File: config.mk
export PLATFORM = sky130hd
export DESIGN_NAME = alx_exec
export DESIGN_NICKNAME = d
export VERILOG_FILES = /design/src/rtl/alx_pkg.sv /design/src/rtl/alx_exec.sv
export SDC_FILE = /design/constraint.sdc
export NUM_CORES = 1
export LEC_CHECK = 0
export ABC_CLOCK_PERIOD_IN_PS = 4400
export BUFFER_PORTS_ARGS = -buffer_cell sky130_fd_sc_hd__buf_4
export CAP_MARGIN = 20
export CORE_UTILIZATION = 25
export DETAILED_ROUTE_END_ITERATION = 10
export PLACE_DENSITY = 0.49
export SYNTH_ARGS = -nofsm -noshare
export SYNTH_HDL_FRONTEND = slang
export SYNTH_SLANG_ARGS = --single-unit
File: constraint.sdc
create_clock -name clk_sys -period 4.4 [get_ports clk_sys]
set_clock_uncertainty 0.1 [all_clocks]
set_input_delay 0.22 -clock clk_sys [delete_from_list [all_inputs] [get_ports clk_sys]]
set_output_delay 0.22 -clock clk_sys [all_outputs]
set_load 0.01 [all_outputs]
File: src/rtl/alx_pkg.sv
// Constants, encodings and cycle counts for the auto-index execution unit
// Operation
// - Post-decrement load: byte at pair to register, pair - 1, 10 cycles
// - Post-increment load: byte at pair to register, pair + 1, 10 cycles
// - Pre-decrement store: pair - 1, then write register there; 14 cycles
// - Pre-increment store: pair + 1, then write register there; 14 cycles
// - Each auto-indexed transfer goes to program or external data memory
// - Even pair field means program memory, odd means external data
// - Source of a transfer is untouched; only destination and pair change
// - Transfers, word move and threaded dispatch leave all flags alone
// - Word move copies 16-bit source to destination pair in 8 cycles
// - Unsigned multiply stores full 16-bit product, takes 22 cycles
// - Multiplicand is the even register of the destination pair
// - Multiply sets carry flag when product exceeds 255, clears otherwise
// - Multiply sets zero and sign flags, clears overflow, keeps D and H
// - Dispatch loads the program counter from program word at pointer
// - Threaded dispatch then advances the thread pointer by two
`default_nettype none
package alx_pkg;

  // Opcodes
  localparam logic [7:0] ALX_OP_LD_DEC   = 8'hE2;
  localparam logic [7:0] ALX_OP_LD_INC   = 8'hE3;
  localparam logic [7:0] ALX_OP_ST_DEC   = 8'hF2;
  localparam logic [7:0] ALX_OP_ST_INC   = 8'hF3;
  localparam logic [7:0] ALX_OP_WORD_RR  = 8'hC4;
  localparam logic [7:0] ALX_OP_WORD_IR  = 8'hC5;
  localparam logic [7:0] ALX_OP_WORD_IM  = 8'hC6;
  localparam logic [7:0] ALX_OP_MUL_R    = 8'h84;
  localparam logic [7:0] ALX_OP_MUL_IR   = 8'h85;
  localparam logic [7:0] ALX_OP_MUL_IM   = 8'h86;
  localparam logic [7:0] ALX_OP_NEXT     = 8'h0F;

  // Execution lengths in clock cycles
  localparam logic [4:0] ALX_CYC_LOAD    = 5'h0A;
  localparam logic [4:0] ALX_CYC_STORE   = 5'h0E;
  localparam logic [4:0] ALX_CYC_WORD    = 5'h08;
  localparam logic [4:0] ALX_CYC_UNSIGNED_PRODUCT_OP    = 5'h16;
  localparam logic [4:0] ALX_CYC_NEXT    = 5'h0A;

  // Step numbers inside an instruction
  localparam logic [4:0] ALX_STEP_FIRST  = 5'h01;
  localparam logic [4:0] ALX_STEP_ACC    = 5'h01;
  localparam logic [4:0] ALX_STEP_CAP    = 5'h03;
  localparam logic [4:0] ALX_STEP_ACC2   = 5'h03;
  localparam logic [4:0] ALX_STEP_CAP2   = 5'h05;

  // Flag byte layout
  localparam int ALX_FLAG_C = 7;
  localparam int ALX_FLAG_Z = 6;
  localparam int ALX_FLAG_S = 5;
  localparam int ALX_FLAG_V = 4;

  // Pointer steps and limits
  localparam logic [15:0] ALX_ONE       = 16'h0001;
  localparam logic [15:0] ALX_TWO       = 16'h0002;
  localparam logic [15:0] ALX_BYTE_MAX  = 16'h00FF;
  localparam logic [7:0]  ALX_ZERO8     = 8'h00;

  typedef enum logic [1:0] {
    ALX_IDLE = 2'b01,
    ALX_EXEC = 2'b10
  } alx_state_t;

endpackage
`default_nettype wire

File: src/rtl/alx_exec.sv
// Execution unit for auto-indexed loads, word move, multiply and dispatch
`default_nettype none
module alx_exec
  import alx_pkg::*;
(
  input  wire logic        clk_sys,
  input  wire logic        rst,
  input  wire logic        ce,
  input  wire logic        start,
  input  wire logic [7:0]  opcode,
  input  wire logic [3:0]  pair_field,
  input  wire logic [15:0] working_pair,
  input  wire logic [7:0]  src_byte,
  input  wire logic [7:0]  mcand_even,
  input  wire logic [7:0]  unsigned_product_op_src,
  input  wire logic [15:0] word_src,
  input  wire logic [15:0] thread_pointer,
  input  wire logic [7:0]  flags_in,
  input  wire logic [7:0]  mem_rdata,
  output var  logic        busy,
  output var  logic        done,
  output var  logic        mem_rd,
  output var  logic        mem_wr,
  output var  logic        mem_xdata,
  output var  logic [15:0] mem_addr,
  output var  logic [7:0]  mem_wdata,
  output var  logic        dst_we,
  output var  logic [7:0]  dst_data,
  output var  logic        pair_we,
  output var  logic [15:0] pair_out,
  output var  logic        word_we,
  output var  logic [15:0] word_out,
  output var  logic        flags_we,
  output var  logic [7:0]  flags_out,
  output var  logic        pc_we,
  output var  logic [15:0] pc_out,
  output var  logic        tptr_we,
  output var  logic [15:0] tptr_out
);

  alx_state_t  state, next_state;
  logic [4:0]  cnt, next_cnt;
  logic [7:0]  op, next_op;
  logic [15:0] pair, next_pair;
  logic        xsp, next_xsp;
  logic [7:0]  sbyte, next_sbyte;
  logic [7:0]  mcand, next_mcand;
  logic [7:0]  msrc, next_msrc;
  logic [15:0] wsrc, next_wsrc;
  logic [15:0] tptr, next_tptr;
  logic [7:0]  flg, next_flg;
  logic [7:0]  rhi, next_rhi;
  logic [7:0]  rlo, next_rlo;
  logic        next_busy, next_done, next_mem_rd, next_mem_wr;
  logic        next_mem_xdata;
  logic [15:0] next_mem_addr;
  logic [7:0]  next_mem_wdata;
  logic        next_dst_we, next_pair_we, next_word_we;
  logic        next_flags_we, next_pc_we, next_tptr_we;
  logic [7:0]  next_dst_data, next_flags_out;
  logic [15:0] next_pair_out, next_word_out, next_pc_out, next_tptr_out;

  logic [4:0]  total;
  logic        is_load, is_store, is_dec, is_word, is_unsigned_product_op, is_next;
  logic        start_ok;
  logic [15:0] pair_dec, pair_inc, pair_step, product;

  // Opcode classes and length of the latched instruction
  always_comb begin
    is_load  = (op == ALX_OP_LD_DEC) || (op == ALX_OP_LD_INC);
    is_store = (op == ALX_OP_ST_DEC) || (op == ALX_OP_ST_INC);
    is_dec   = (op == ALX_OP_LD_DEC) || (op == ALX_OP_ST_DEC);
    is_word  = (op == ALX_OP_WORD_RR) || (op == ALX_OP_WORD_IR) ||
               (op == ALX_OP_WORD_IM);
    is_unsigned_product_op  = (op == ALX_OP_MUL_R) || (op == ALX_OP_MUL_IR) ||
               (op == ALX_OP_MUL_IM);
    is_next  = (op == ALX_OP_NEXT);
    total    = ALX_CYC_NEXT;
    if (is_load) begin
      total = ALX_CYC_LOAD;
    end else if (is_store) begin
      total = ALX_CYC_STORE;
    end else if (is_word) begin
      total = ALX_CYC_WORD;
    end else if (is_unsigned_product_op) begin
      total = ALX_CYC_UNSIGNED_PRODUCT_OP;
    end
  end

  // Accepted opcodes; others are ignored while idle
  always_comb begin
    start_ok = 1'b0;
    case (opcode)
      ALX_OP_LD_DEC, ALX_OP_LD_INC, ALX_OP_ST_DEC, ALX_OP_ST_INC,
      ALX_OP_WORD_RR, ALX_OP_WORD_IR, ALX_OP_WORD_IM,
      ALX_OP_MUL_R, ALX_OP_MUL_IR, ALX_OP_MUL_IM, ALX_OP_NEXT: begin
        start_ok = start;
      end
      default: begin
        start_ok = 1'b0;
      end
    endcase
  end

  // Full 16-bit pair arithmetic and unsigned product
  always_comb begin
    pair_dec  = pair - ALX_ONE;
    pair_inc  = pair + ALX_ONE;
    pair_step = is_dec ? pair_dec : pair_inc;
    product   = {ALX_ZERO8, mcand} * {ALX_ZERO8, msrc};
  end

  // Sequencer next values
  always_comb begin
    next_state     = state;
    {next_cnt, next_op, next_pair, next_xsp, next_sbyte, next_mcand,
     next_msrc, next_wsrc, next_tptr, next_flg, next_rhi,
     next_rlo} = {cnt, op, pair, xsp, sbyte, mcand, msrc, wsrc, tptr,
                  flg, rhi, rlo};
    next_busy      = busy;
    // Write strobes and done are one-cycle pulses
    {next_done, next_mem_rd, next_mem_wr, next_dst_we, next_pair_we,
     next_word_we, next_pc_we, next_tptr_we} = '0;
    next_flags_we  = 1'b0;
    // Data outputs hold until their next write
    {next_mem_xdata, next_mem_addr, next_mem_wdata, next_dst_data} =
      {mem_xdata, mem_addr, mem_wdata, dst_data};
    {next_pair_out, next_word_out, next_flags_out, next_pc_out,
     next_tptr_out} = {pair_out, word_out, flags_out, pc_out, tptr_out};
    unique case (state)
      ALX_IDLE: begin
        if (start_ok) begin
          next_state = ALX_EXEC;
          next_cnt   = ALX_STEP_FIRST;
          next_busy  = 1'b1;
          next_op    = opcode;
          next_pair  = working_pair;
          next_xsp   = pair_field[0];
          next_sbyte = src_byte;
          next_mcand = mcand_even;
          next_msrc  = unsigned_product_op_src;
          next_wsrc  = word_src;
          next_tptr  = thread_pointer;
          next_flg   = flags_in;
        end
      end
      ALX_EXEC: begin
        next_cnt = cnt + ALX_STEP_FIRST;
        // First memory access of the instruction
        if (cnt == ALX_STEP_ACC) begin
          if (is_load) begin
            next_mem_rd    = 1'b1;
            next_mem_addr  = pair;
            next_mem_xdata = xsp;
          end else if (is_store) begin
            next_mem_wr    = 1'b1;
            next_mem_addr  = pair_step;
            next_mem_wdata = sbyte;
            next_mem_xdata = xsp;
          end else if (is_next) begin
            next_mem_rd    = 1'b1;
            next_mem_addr  = tptr;
            next_mem_xdata = 1'b0;
          end
        end
        // Read data arrives one cycle after the strobe
        if (cnt == ALX_STEP_CAP) begin
          next_rhi = mem_rdata;
        end
        if ((cnt == ALX_STEP_ACC2) && is_next) begin
          next_mem_rd    = 1'b1;
          next_mem_addr  = tptr + ALX_ONE;
          next_mem_xdata = 1'b0;
        end
        if (cnt == ALX_STEP_CAP2) begin
          next_rlo = mem_rdata;
        end
        // Results are written together as the fetch is released
        if (cnt == total) begin
          next_state = ALX_IDLE;
          next_busy  = 1'b0;
          next_done  = 1'b1;
          if (is_load) begin
            next_dst_we   = 1'b1;
            next_dst_data = rhi;
          end
          if (is_load || is_store) begin
            next_pair_we  = 1'b1;
            next_pair_out = pair_step;
          end
          if (is_word) begin
            next_word_we  = 1'b1;
            next_word_out = wsrc;
          end
          if (is_unsigned_product_op) begin
            next_word_we   = 1'b1;
            next_word_out  = product;
            next_flags_we  = 1'b1;
            next_flags_out = flg;
            next_flags_out[ALX_FLAG_C] = product > ALX_BYTE_MAX;
            next_flags_out[ALX_FLAG_Z] = product == 16'h0000;
            next_flags_out[ALX_FLAG_S] = product[15];
            next_flags_out[ALX_FLAG_V] = 1'b0;
          end
          if (is_next) begin
            next_pc_we    = 1'b1;
            next_pc_out   = {rhi, rlo};
            next_tptr_we  = 1'b1;
            next_tptr_out = tptr + ALX_TWO;
          end
        end
      end
    endcase
  end

  // State and output registers, frozen while ce is low
  always_ff @(posedge clk_sys) begin
    if (rst) begin
      state <= ALX_IDLE;
      {cnt, op, pair, xsp, sbyte, mcand, msrc, wsrc, tptr, flg, rhi,
       rlo} <= '0;
      {busy, done, mem_rd, mem_wr, mem_xdata, mem_addr, mem_wdata,
       dst_we, dst_data, pair_we, pair_out, word_we, word_out} <= '0;
      {flags_we, flags_out, pc_we, pc_out, tptr_we, tptr_out} <= '0;
    end else if (ce) begin
      state <= next_state;
      {cnt, op, pair, xsp, sbyte, mcand, msrc, wsrc, tptr, flg, rhi,
       rlo} <= {next_cnt, next_op, next_pair, next_xsp, next_sbyte,
                next_mcand, next_msrc, next_wsrc, next_tptr, next_flg,
                next_rhi, next_rlo};
      {busy, done, mem_rd, mem_wr, mem_xdata, mem_addr, mem_wdata,
       dst_we, dst_data, pair_we, pair_out, word_we, word_out} <=
        {next_busy, next_done, next_mem_rd, next_mem_wr, next_mem_xdata,
         next_mem_addr, next_mem_wdata, next_dst_we, next_dst_data,
         next_pair_we, next_pair_out, next_word_we, next_word_out};
      {flags_we, flags_out, pc_we, pc_out, tptr_we, tptr_out} <=
        {next_flags_we, next_flags_out, next_pc_we, next_pc_out,
         next_tptr_we, next_tptr_out};
    end
  end

  logic acc_ld, acc_st, acc_wd, acc_ml;
  assign acc_ld = (state == ALX_IDLE) && start_ok &&
                  ((opcode == ALX_OP_LD_DEC) || (opcode == ALX_OP_LD_INC));
  assign acc_st = (state == ALX_IDLE) && start_ok &&
                  ((opcode == ALX_OP_ST_DEC) || (opcode == ALX_OP_ST_INC));
  assign acc_wd = (state == ALX_IDLE) && start_ok &&
                  (opcode == ALX_OP_WORD_RR);
  assign acc_ml = (state == ALX_IDLE) && start_ok && (opcode == ALX_OP_MUL_R);
endmodule
`default_nettype wire

# After elaboration in Yosys (flattened, before gate mapping)
# Cells that the tools add are included.
# op_classes
magnitude_cmp,1
eq_ne,30
n_reduce_logical,26
add_sub_neg,5
mux,53
bitwise_logic,1
mul,1
# ops
cell,count
"8-bit equality test, second input constant",20
16-bit 2-to-1 mux,8
1-bit 2-to-1 mux,35
"16-bit by 1-bit adder with 16-bit output, second input constant",2
5-bit 2-to-1 mux,5
4-bit AND reduction,6
"16-bit by 2-bit adder with 16-bit output, second input constant",1
"8-bit by 4-bit equality test with 1-bit output, second input constant",2
"16-bit by 8-bit > comparator with 1-bit output, second input constant",1
16-bit logical NOT,1
8-bit by 8-bit multiplier with 16-bit output,1
"16-bit by 1-bit subtractor with 16-bit output, second input constant",1
3-bit AND reduction,4
11-bit OR reduction,1
5-bit one-hot mux with 2 select lines,1
1-bit logical OR,8
"5-bit by 1-bit adder with 5-bit output, second input constant",1
"5-bit by 1-bit equality test with 1-bit output, second input constant",1
"5-bit by 2-bit equality test with 1-bit output, second input constant",1
"5-bit by 3-bit equality test with 1-bit output, second input constant",1
5-bit equality test,1
5-bit AND reduction,1
2-bit 2-to-1 mux,2
"2-bit inequality test, second input constant",2
other kinds (9),10
# word_totals
wordCells,148
input_bits,104
register_bits,221

# Depth between registers and ports, before layout
# Gate-level depths: netlist (run 1).
# logic_depth
ltp_word,10
mapped_depth,19
mapped_depth_nobuf,17

# Worst setup path before layout (run 1)
# OpenSTA, ideal clock, no wires.
# synth_timing
kind,register -> register
from,reg mcand[0]
to,reg flags_out[7]
arrival_time_ns,4.483
required_ns,4.204
n_path_buf,2
path_stages_with_launch,19
synth_period_minus_slack_ns,4.679
slack_ns,-0.279
cell_sequence,dfxtp_1 clkbuf_1 nand2_1 fa_1 fa_1 inv_1 fa_1 inv_1 fa_1 inv_1 ha_1 clkbuf_1 or4_1 a21oi_1 o31ai_1 a21oi_1 xnor2_1 nor2b_1 a221oi_1
# synth_between
elab_chain_cells,2
# synth_lines
element,line_no,rtl
from (decl),alx_exec.sv:47,"logic [7:0] mcand, next_mcand;"
8-bit by 8-bit multiplier with 16-bit output,alx_exec.sv:110,"product = {ALX_ZERO8, mcand} * {ALX_ZERO8, msrc};"
16-bit by 8-bit > comparator with 1-bit output,alx_exec.sv:200,next_flags_out[ALX_FLAG_C] = product > ALX_BYTE_MAX;
to (signal assigned),alx_exec.sv:236,"{flags_we, flags_out, pc_we, pc_out, tptr_we, tptr_out} <="
to (decl),alx_exec.sv:34,"output var logic [7:0] flags_out,"
# Every way passes these cells.
# A chain may end at the register's enable or synchronous reset.

# Worst setup path in the final report (run 1)
# layout_timing
from,reg mcand[5]
to,reg flags_out[6]
# layout_between
elab_chain_cells,2
# layout_lines
element,line_no,rtl
8-bit by 8-bit multiplier with 16-bit output,alx_exec.sv:110,
16-bit logical NOT,alx_exec.sv:201,next_flags_out[ALX_FLAG_Z] = product == 16'h0000;
# Every way passes these cells.

==> key figures, run 1 <==
Status
  – Status: complete, but fails checks
  – Failing checks: setup timing

Finish
  – Final instance area: 16,900 µm²
  – Nets: 1,983
  – Layout cell share with drive strength beyond 1: 23.4%
  – Final Util: 35.3%
  – Non-filler cells, final: 2,426
  – Area grow syn2layout: 38.9%

Setup path
  – CP Capture Type: flop
  – FF-to-FF setup slack: -30 ps
  – Crit path kind: reg2reg
  – Startpoint types: flop
  – Critical path data arrival time: 4830 ps
  – Critical path peak fanout: 4
  – CP required: 4800 ps

Placed design
  – Detailed Place HPWL: 30,100 µm
  – Post-Place Cells: 2,275
  – Buffers on Ports: 210
  – GPL Wtd Cong: 0.878
  – Post-DP Area: 14,700 µm²
  – DP Worst Slack: -278 ps

Power and ir drop
  – Post-layout power: 4.67 mW
  – Peak VDD IR: 0.306 mV
  – Static Leak: 6.93 nW
  – Pwr dens: 277 nW/µm²

STA
  – Endpoints failing hold: 0
  – Achievable Freq: 226 MHz
  – Max-slew violation count: 0
  – Crit path time final: 4430 ps
  – Slew @ Worst Pin: 879 ps
  – Final setup fails: 2
  – WHS: 22.5 ps
  – Relative max-transition margin: 41.3%
  – Final WS setup: -33.8 ps
  – RSZ-0062 raised after global routing: yes
  – Fin crit share: 101%
  – Setup tns final: -50.1 ps

Yosys
  – Post-synth top area share: 36.2%
  – Syn Nets: 1,664
  – Synth Area per Inst: 8.28 µm²
  – Async S/R FF share, synth: 0%
  – Synth Flop Type: dfxtp_1
  – Synth cell types: 75
  – Synth Register Bits: 220
  – Post-Syn Area: 12,200 µm²
  – Seq/Total Area, Yosys: 36.2%
  – Synthesized instance count: 1,469
  – Yosys warns: 0
  – Dominant cells by area after synthesis: dfxtp_1, nand2_1, a21oi_1, fa_1, mux2i_1
  – EDFF count, synth: 0
  – Largest area contributor in the netlist: dfxtp_1
  – Top-count cell post-synth: nand2_1
  – Most instantiated cells after synthesis: nand2_1, dfxtp_1, a21oi_1, nor2_1, mux2i_1

Floorplan
  – Die height: 223 µm
  – Starting Density: 25.4%
  – Core footprint: 47,800 µm²
  – Row cnt: 80
  – Top-Level Pins: 219
  – Die span in x: 223 µm
  – Total die area: 49,500 µm²

Clocking
  – Clk_lat worst skew: 570 ps
  – CTS tree: done
  – Max H-tree Level: 1
  – Clock buffer depth: 3
  – Num CTS Buffers: 28
  – Clock sinks: 220
  – Root buf cell: clkbuf_16
  – Clk pin slew, worst setup/hold paths: 60 ps

Global routing
  – Total track usage: 16.4%
  – Pin count of the biggest net entering global routing: 127
  – Vias in the first global route: 11,482
  – First-pass GRT wire length: 64,200 µm
  – Remaining Overflow, GRT: 0
  – Initial antenna violation count: 2

Routing
  – DR pass1 iterations: 5
  – Drc violations: 0
  – Final wirelength: 41,200 µm
  – DRT met1 WL: 18,900 µm
  – Wire length on met3: 1960 µm
  – Vias per cell: 4.70
  – DR iter-0 viols: 588
  – Total vias in the final route: 11,403
  – Met2 Routed Length: 19,100 µm
  – Wire per inst: 17.0 µm
  – Post-DRT Antenna Nets: 0
  – Top routing layer used: met5

Run
  – Max Cap Violations: 0

Min path
  – Worst min-delay path class: in2reg
timing repair:
item | in CTS | in global routing
gates resized for setup | 29 | 42
hold buffers | 92 | 0
setup endpoints to repair | 11 | 11
setup buffers | 3 | 3
endpoints found under the hold margin | 104 | 0
pin swaps | 21 | 42
power by group:
part / leakage [nW] / switching, mW / internal [mW]
combinational: 4.68 / 0.107 / 0.132
clock: 0.469 / 0.949 / 1.48
sequential: 1.78 / 0.0122 / 2.00
layer usage:
layer  vias up  global-route usage [%]
met5         -                       0
met4         2                    4.72
met3        59                    3.09
met2       265                    27.3
met1      5404                    21.5
li1       5673                       -
path summary, 6_finish.rpt:
path,from,endpoint,cells past startpoint
min,rst,word_out[7]$_SDFFE_PP0P_,2
max,mcand[5]$_SDFFE_PP0P_,flags_out[6]$_SDFFE_PP0P_,16
max reg2reg,mcand[5]$_SDFFE_PP0P_,flags_out[6]$_SDFFE_PP0P_,16
min reg2reg,flg[2]$_SDFFE_PP0P_,flg[2]$_SDFFE_PP0P_,2
critical path: stages (launching register included):
cell and delay (ps):
dfxtp_2 330, buf_6 120, and2_4 150, fa_1 520
fa_1 430, fa_1 490, inv_1 50, fa_1 490
inv_2 50, ha_4 160, or4_4 530, a21oi_2 140
o31ai_2 90, a21oi_2 180, xnor2_2 120, nor4b_2 280
a21o_1 140
cell usage in the layout, fill, tap and decap left out, drive strengths merged, types with 4 or more instances in the layout:
cell	n
buf	280
nand2	266
dfxtp	220
a21oi	156
nor2	153
dlygate4sd3	92
mux2i	68
and2	56
ha	54
inv	54
clkbuf	38
fa	37
o21ai	35
a211oi	35
nand3	31
xnor2	27
xor2	17
nor3	17
o21a	13
nand4	13
and3	11
nor2b	11
a21o	11
clkinv	8
nand2b	7
o211ai	7
nor3b	6
a31oi	6
a221oi	5
nor4b	5
nand4b	4
o221ai	4
bufinv	4
area by class of cell:
class                   instances  area (µm²)
repair buffers                372        3070
diodes                          1        2.50
flip-flops and latches        220        4430
clock buffers                  38         778
well taps                     615         769
clock inverters                14         196
multi-input cells            1111        7430
inverters                      55         206
fillers                      4987       31000
cells by family (layout without fill, tap and decap cells):
| kind of cell | after synthesis | count (layout) | synth area share, % |
|---|---|---|---|
| AO/OA/AOI/OAI | 310 | 310 | 16.1 |
| XOR/XNOR | 44 | 44 | 3.17 |
| adder cells (fa/ha/maj) | 91 | 91 | 11.7 |
| buffers and inverters | 138 | 479 | 4.79 |
| flip-flops | 220 | 220 | 36.2 |
| multiplexers | 69 | 69 | 5.69 |
| other | 1 | 2 | 0.0308 |
| AND/OR/NAND/NOR | 596 | 596 | 22.4 |
flip-flops by register name (all words and copies together), names as in the netlist, 16 cells and up:
name      count
tptr_out     16
word_out     16
pc_out       16
tptr         16
mem_addr     16
wsrc         16
pair         16
pair_out     16
No activity file was read; power rests on OpenSTA's default activity.
==> run 2, diff against run 1 <==
ABC_CLOCK_PERIOD_IN_PS = 5700   (was 4400)
PLACE_DENSITY = 0.47   (was 0.49)
clock period = 5.7 ns   (was 4.4 ns; I/O delays follow)
==> run 2 against run 1 <==
Effect of this change: highest routed layer is now met4; utilization decreased by 1.8 points; largest cell class unchanged; largest power group unchanged; worst hold slack improved by 77 ps; critical path type unchanged; the flow now finishes without violations; critical path depth unchanged; register-to-register slack improved by 670 ps; non-clock buffer count decreased by 62; count of clock-buffer cells in the layout decreased by 1; wire length decreased by 2.8%; first-iteration DRC count increased by 28%.
==> key figures, run 2 (synthesized netlist as in run 1, its figures left out) <==
Clocking
  – Num CTS Buffers: 28 (unchanged)
  – Clk_lat worst skew: 570 ps (about the same)
  – Clock sinks: 220 (unchanged)
  – Clock buffer depth: 3 (unchanged)
  – Max H-tree Level: 1 (unchanged)
  – Root buf cell: clkbuf_16
  – Clk pin slew, worst setup/hold paths: 60 ps (about the same)
  – Post-CTS setup buffers: 0 (-3)
  – CTS Hold Bufs: 91 (-1.1%)
  – CTS tree: done
  – PostCTS Resize Cnt: 0 (-100%)

Global routing
  – Pin count of the biggest net entering global routing: 89 (-30%)
  – First-pass GRT wire length: 62,900 µm (-2.1%)
  – Vias in the first global route: 11,031 (-3.9%)
  – Total track usage: 16.0% (-0.44 points)
  – Remaining Overflow, GRT: 0 (unchanged)
  – Initial antenna violation count: 0 (-2)

Finish
  – Layout cell share with drive strength beyond 1: 16.8% (-6.6 points)
  – Nets: 1,921 (-3.1%)
  – Area grow syn2layout: 32.0%
  – Most frequent cells in the layout: nand2_1, dfxtp_1, buf_4
  – Non-filler cells, final: 2,360 (-2.7%)
  – Diodes inserted: 0 (-1)
  – Leading cell type in the layout, fill and taps excluded: nand2_1

Setup path
  – Crit path kind: reg2reg
  – Critical path data arrival time: 5470 ps (+640 ps)
  – CP Capture Type: flop
  – FF-to-FF setup slack: 640 ps (+670 ps)
  – Startpoint types: flop
  – CP required: 6110 ps (+1310 ps)
  – Critical path peak fanout: 10 (+6)

Routing
  – Vias per cell: 4.75 (+1.1%)
  – Total vias in the final route: 11,213 (-1.7%)
  – Final wirelength: 40,000 µm (-2.8%)
  – Drc violations: 0 (unchanged)
  – Post-DRT Antenna Nets: 0 (unchanged)
  – Wire per inst: 17.0 µm (about the same)
  – DR pass1 iterations: 5 (unchanged)
  – DR iter-0 viols: 753 (+28%)

Floorplan
  – Top-Level Pins: 219 (unchanged)
  – Total die area: 49,500 µm² (unchanged)
  – Starting Density: 25.4% (unchanged)
  – Die span in x: 223 µm (unchanged)
  – Core footprint: 47,800 µm² (unchanged)
  – Die height: 223 µm (unchanged)
  – Row cnt: 80 (unchanged)

Power and ir drop
  – Pwr dens: 217 nW/µm² (-22%)
  – Peak VDD IR: 0.221 mV (-28%)
  – Comb power frac: 5.2% (about the same)
  – Switching portion of total power: 22.8% (-0.069 points)
  – Internal Power: 2.68 mW (-26%)
  – Part of the power in registers: 44.7% (+1.7 points)
  – Clock power share: 50.1% (-1.8 points)
  – Static Leak: 6.57 nW (-5.2%)
  – Switch Pwr: 0.792 mW (-26%)

STA
  – Endpoints failing hold: 0 (unchanged)
  – Setup tns final: 0 ps (+50.1 ps)
  – Crit path time final: 5060 ps (+628 ps)
  – Slew @ Worst Pin: 1070 ps (+187 ps)
  – Relative max-transition margin: 28.6% (-13 points)
  – Final setup fails: 0 (-2)
  – RSZ-0062 raised after global routing: no
  – Fin crit share: 88.8% (-12 points)
  – Achievable Freq: 198 MHz (-12%)
  – WHS: 99.3 ps (+76.7 ps)
  – Max-slew violation count: 0 (unchanged)

Placed design
  – Detailed Place HPWL: 29,200 µm (-3.0%)
  – Post-Place Cells: 2,220 (-2.4%)
  – Buffers on Ports: 210 (unchanged)
  – GPL Wtd Cong: 0.862 (-1.9%)

Status
  – Status: finished, final reports clean

Run
  – Max Cap Violations: 0 (unchanged)

Min path
  – Worst min-delay path class: in2reg
[run 2: cell types whose count changed in the layout (fill, tap and decap cells not counted), moves of 6 or more]
cell / previous run / this run
dfxtp_4: 6 / 0
inv_1: 47 / 54
buf_4: 273 / 217
inv_2: 7 / 0
and2_1: 47 / 56
and2_4: 9 / 0
dfxtp_2: 6 / 0
dfxtp_1: 208 / 220
[run 2: metrics by stage]
| stage | util (%) | power, mW | worst slack (ps) | area (µm²) |
|---|---|---|---|---|
| finish | 33.5 | 3.48 | 638 | 16000 |
| global route | 33.5 | 3.62 | 324 | 16000 |
| CTS | 33.5 | 3.54 | 593 | 16000 |
| detailed placement | 29.7 | 1.72 | 603 | 14200 |
| global placement | 29.7 | 1.72 | 683 | 14200 |
| floorplan | - | 1.64 | 1020 | 12200 |
[run 2: cell type report]
class / count / area, µm²
Sequential cell: 220 / 4400
Multi-Input combinational cell: 1111 / 7190
Timing Repair Buffer: 310 / 2570
Fill cell: 4997 / 31800
Tap cell: 615 / 769
Clock inverter: 12 / 129
Inverter: 55 / 206
Clock buffer: 37 / 774
[run 2: worst paths after layout]
check                        startpoint                   endpoint  cells after the start
setup / recovery  mcand[0]$_SDFFE_PP0P_  flags_out[6]$_SDFFE_PP0P_                     16
hold / removal                       ce        cnt[4]$_SDFFE_PP0P_                      3
setup reg to reg  mcand[0]$_SDFFE_PP0P_  flags_out[6]$_SDFFE_PP0P_                     16
hold reg to reg     flg[0]$_SDFFE_PP0P_        flg[0]$_SDFFE_PP0P_                      2
[run 2: power by group through the flow]
| stage | clock network [mW] | registers [mW] | logic (mW) |
|---|---|---|---|
| 6_report | 1.74 | 1.56 | 0.180 |
| 3_3_place_gp | 0 | 1.59 | 0.130 |
| 2_1_floorplan | 0 | 1.59 | 0.0510 |
| 4_1_cts | 1.80 | 1.56 | 0.181 |
| 3_5_place_dp | 0 | 1.59 | 0.130 |
| 5_1_grt | 1.87 | 1.56 | 0.194 |
[run 2: critical path, stage by stage (launching register included)]
cell and delay, ps:
dfxtp_1 560, nand2_1 140, fa_1 530, fa_1 550, inv_1 60, fa_1 530
inv_1 50, fa_1 520, inv_1 40, ha_1 280, or4_1 550, a21oi_1 170
o31ai_1 90, a21oi_1 180, xnor2_1 180, nor4b_1 310, a21o_1 160
[run 2: per-layer routing]
layer / share of wire (%) / vias to the layer above / GRT usage (%)
met4: 1.9 / 0 / 3.60
met5: 0 / - / 0
met3: 5.8 / 42 / 2.87
met1: 45 / 5332 / 20.8
li1: - / 5531 / -
met2: 47 / 308 / 27.2
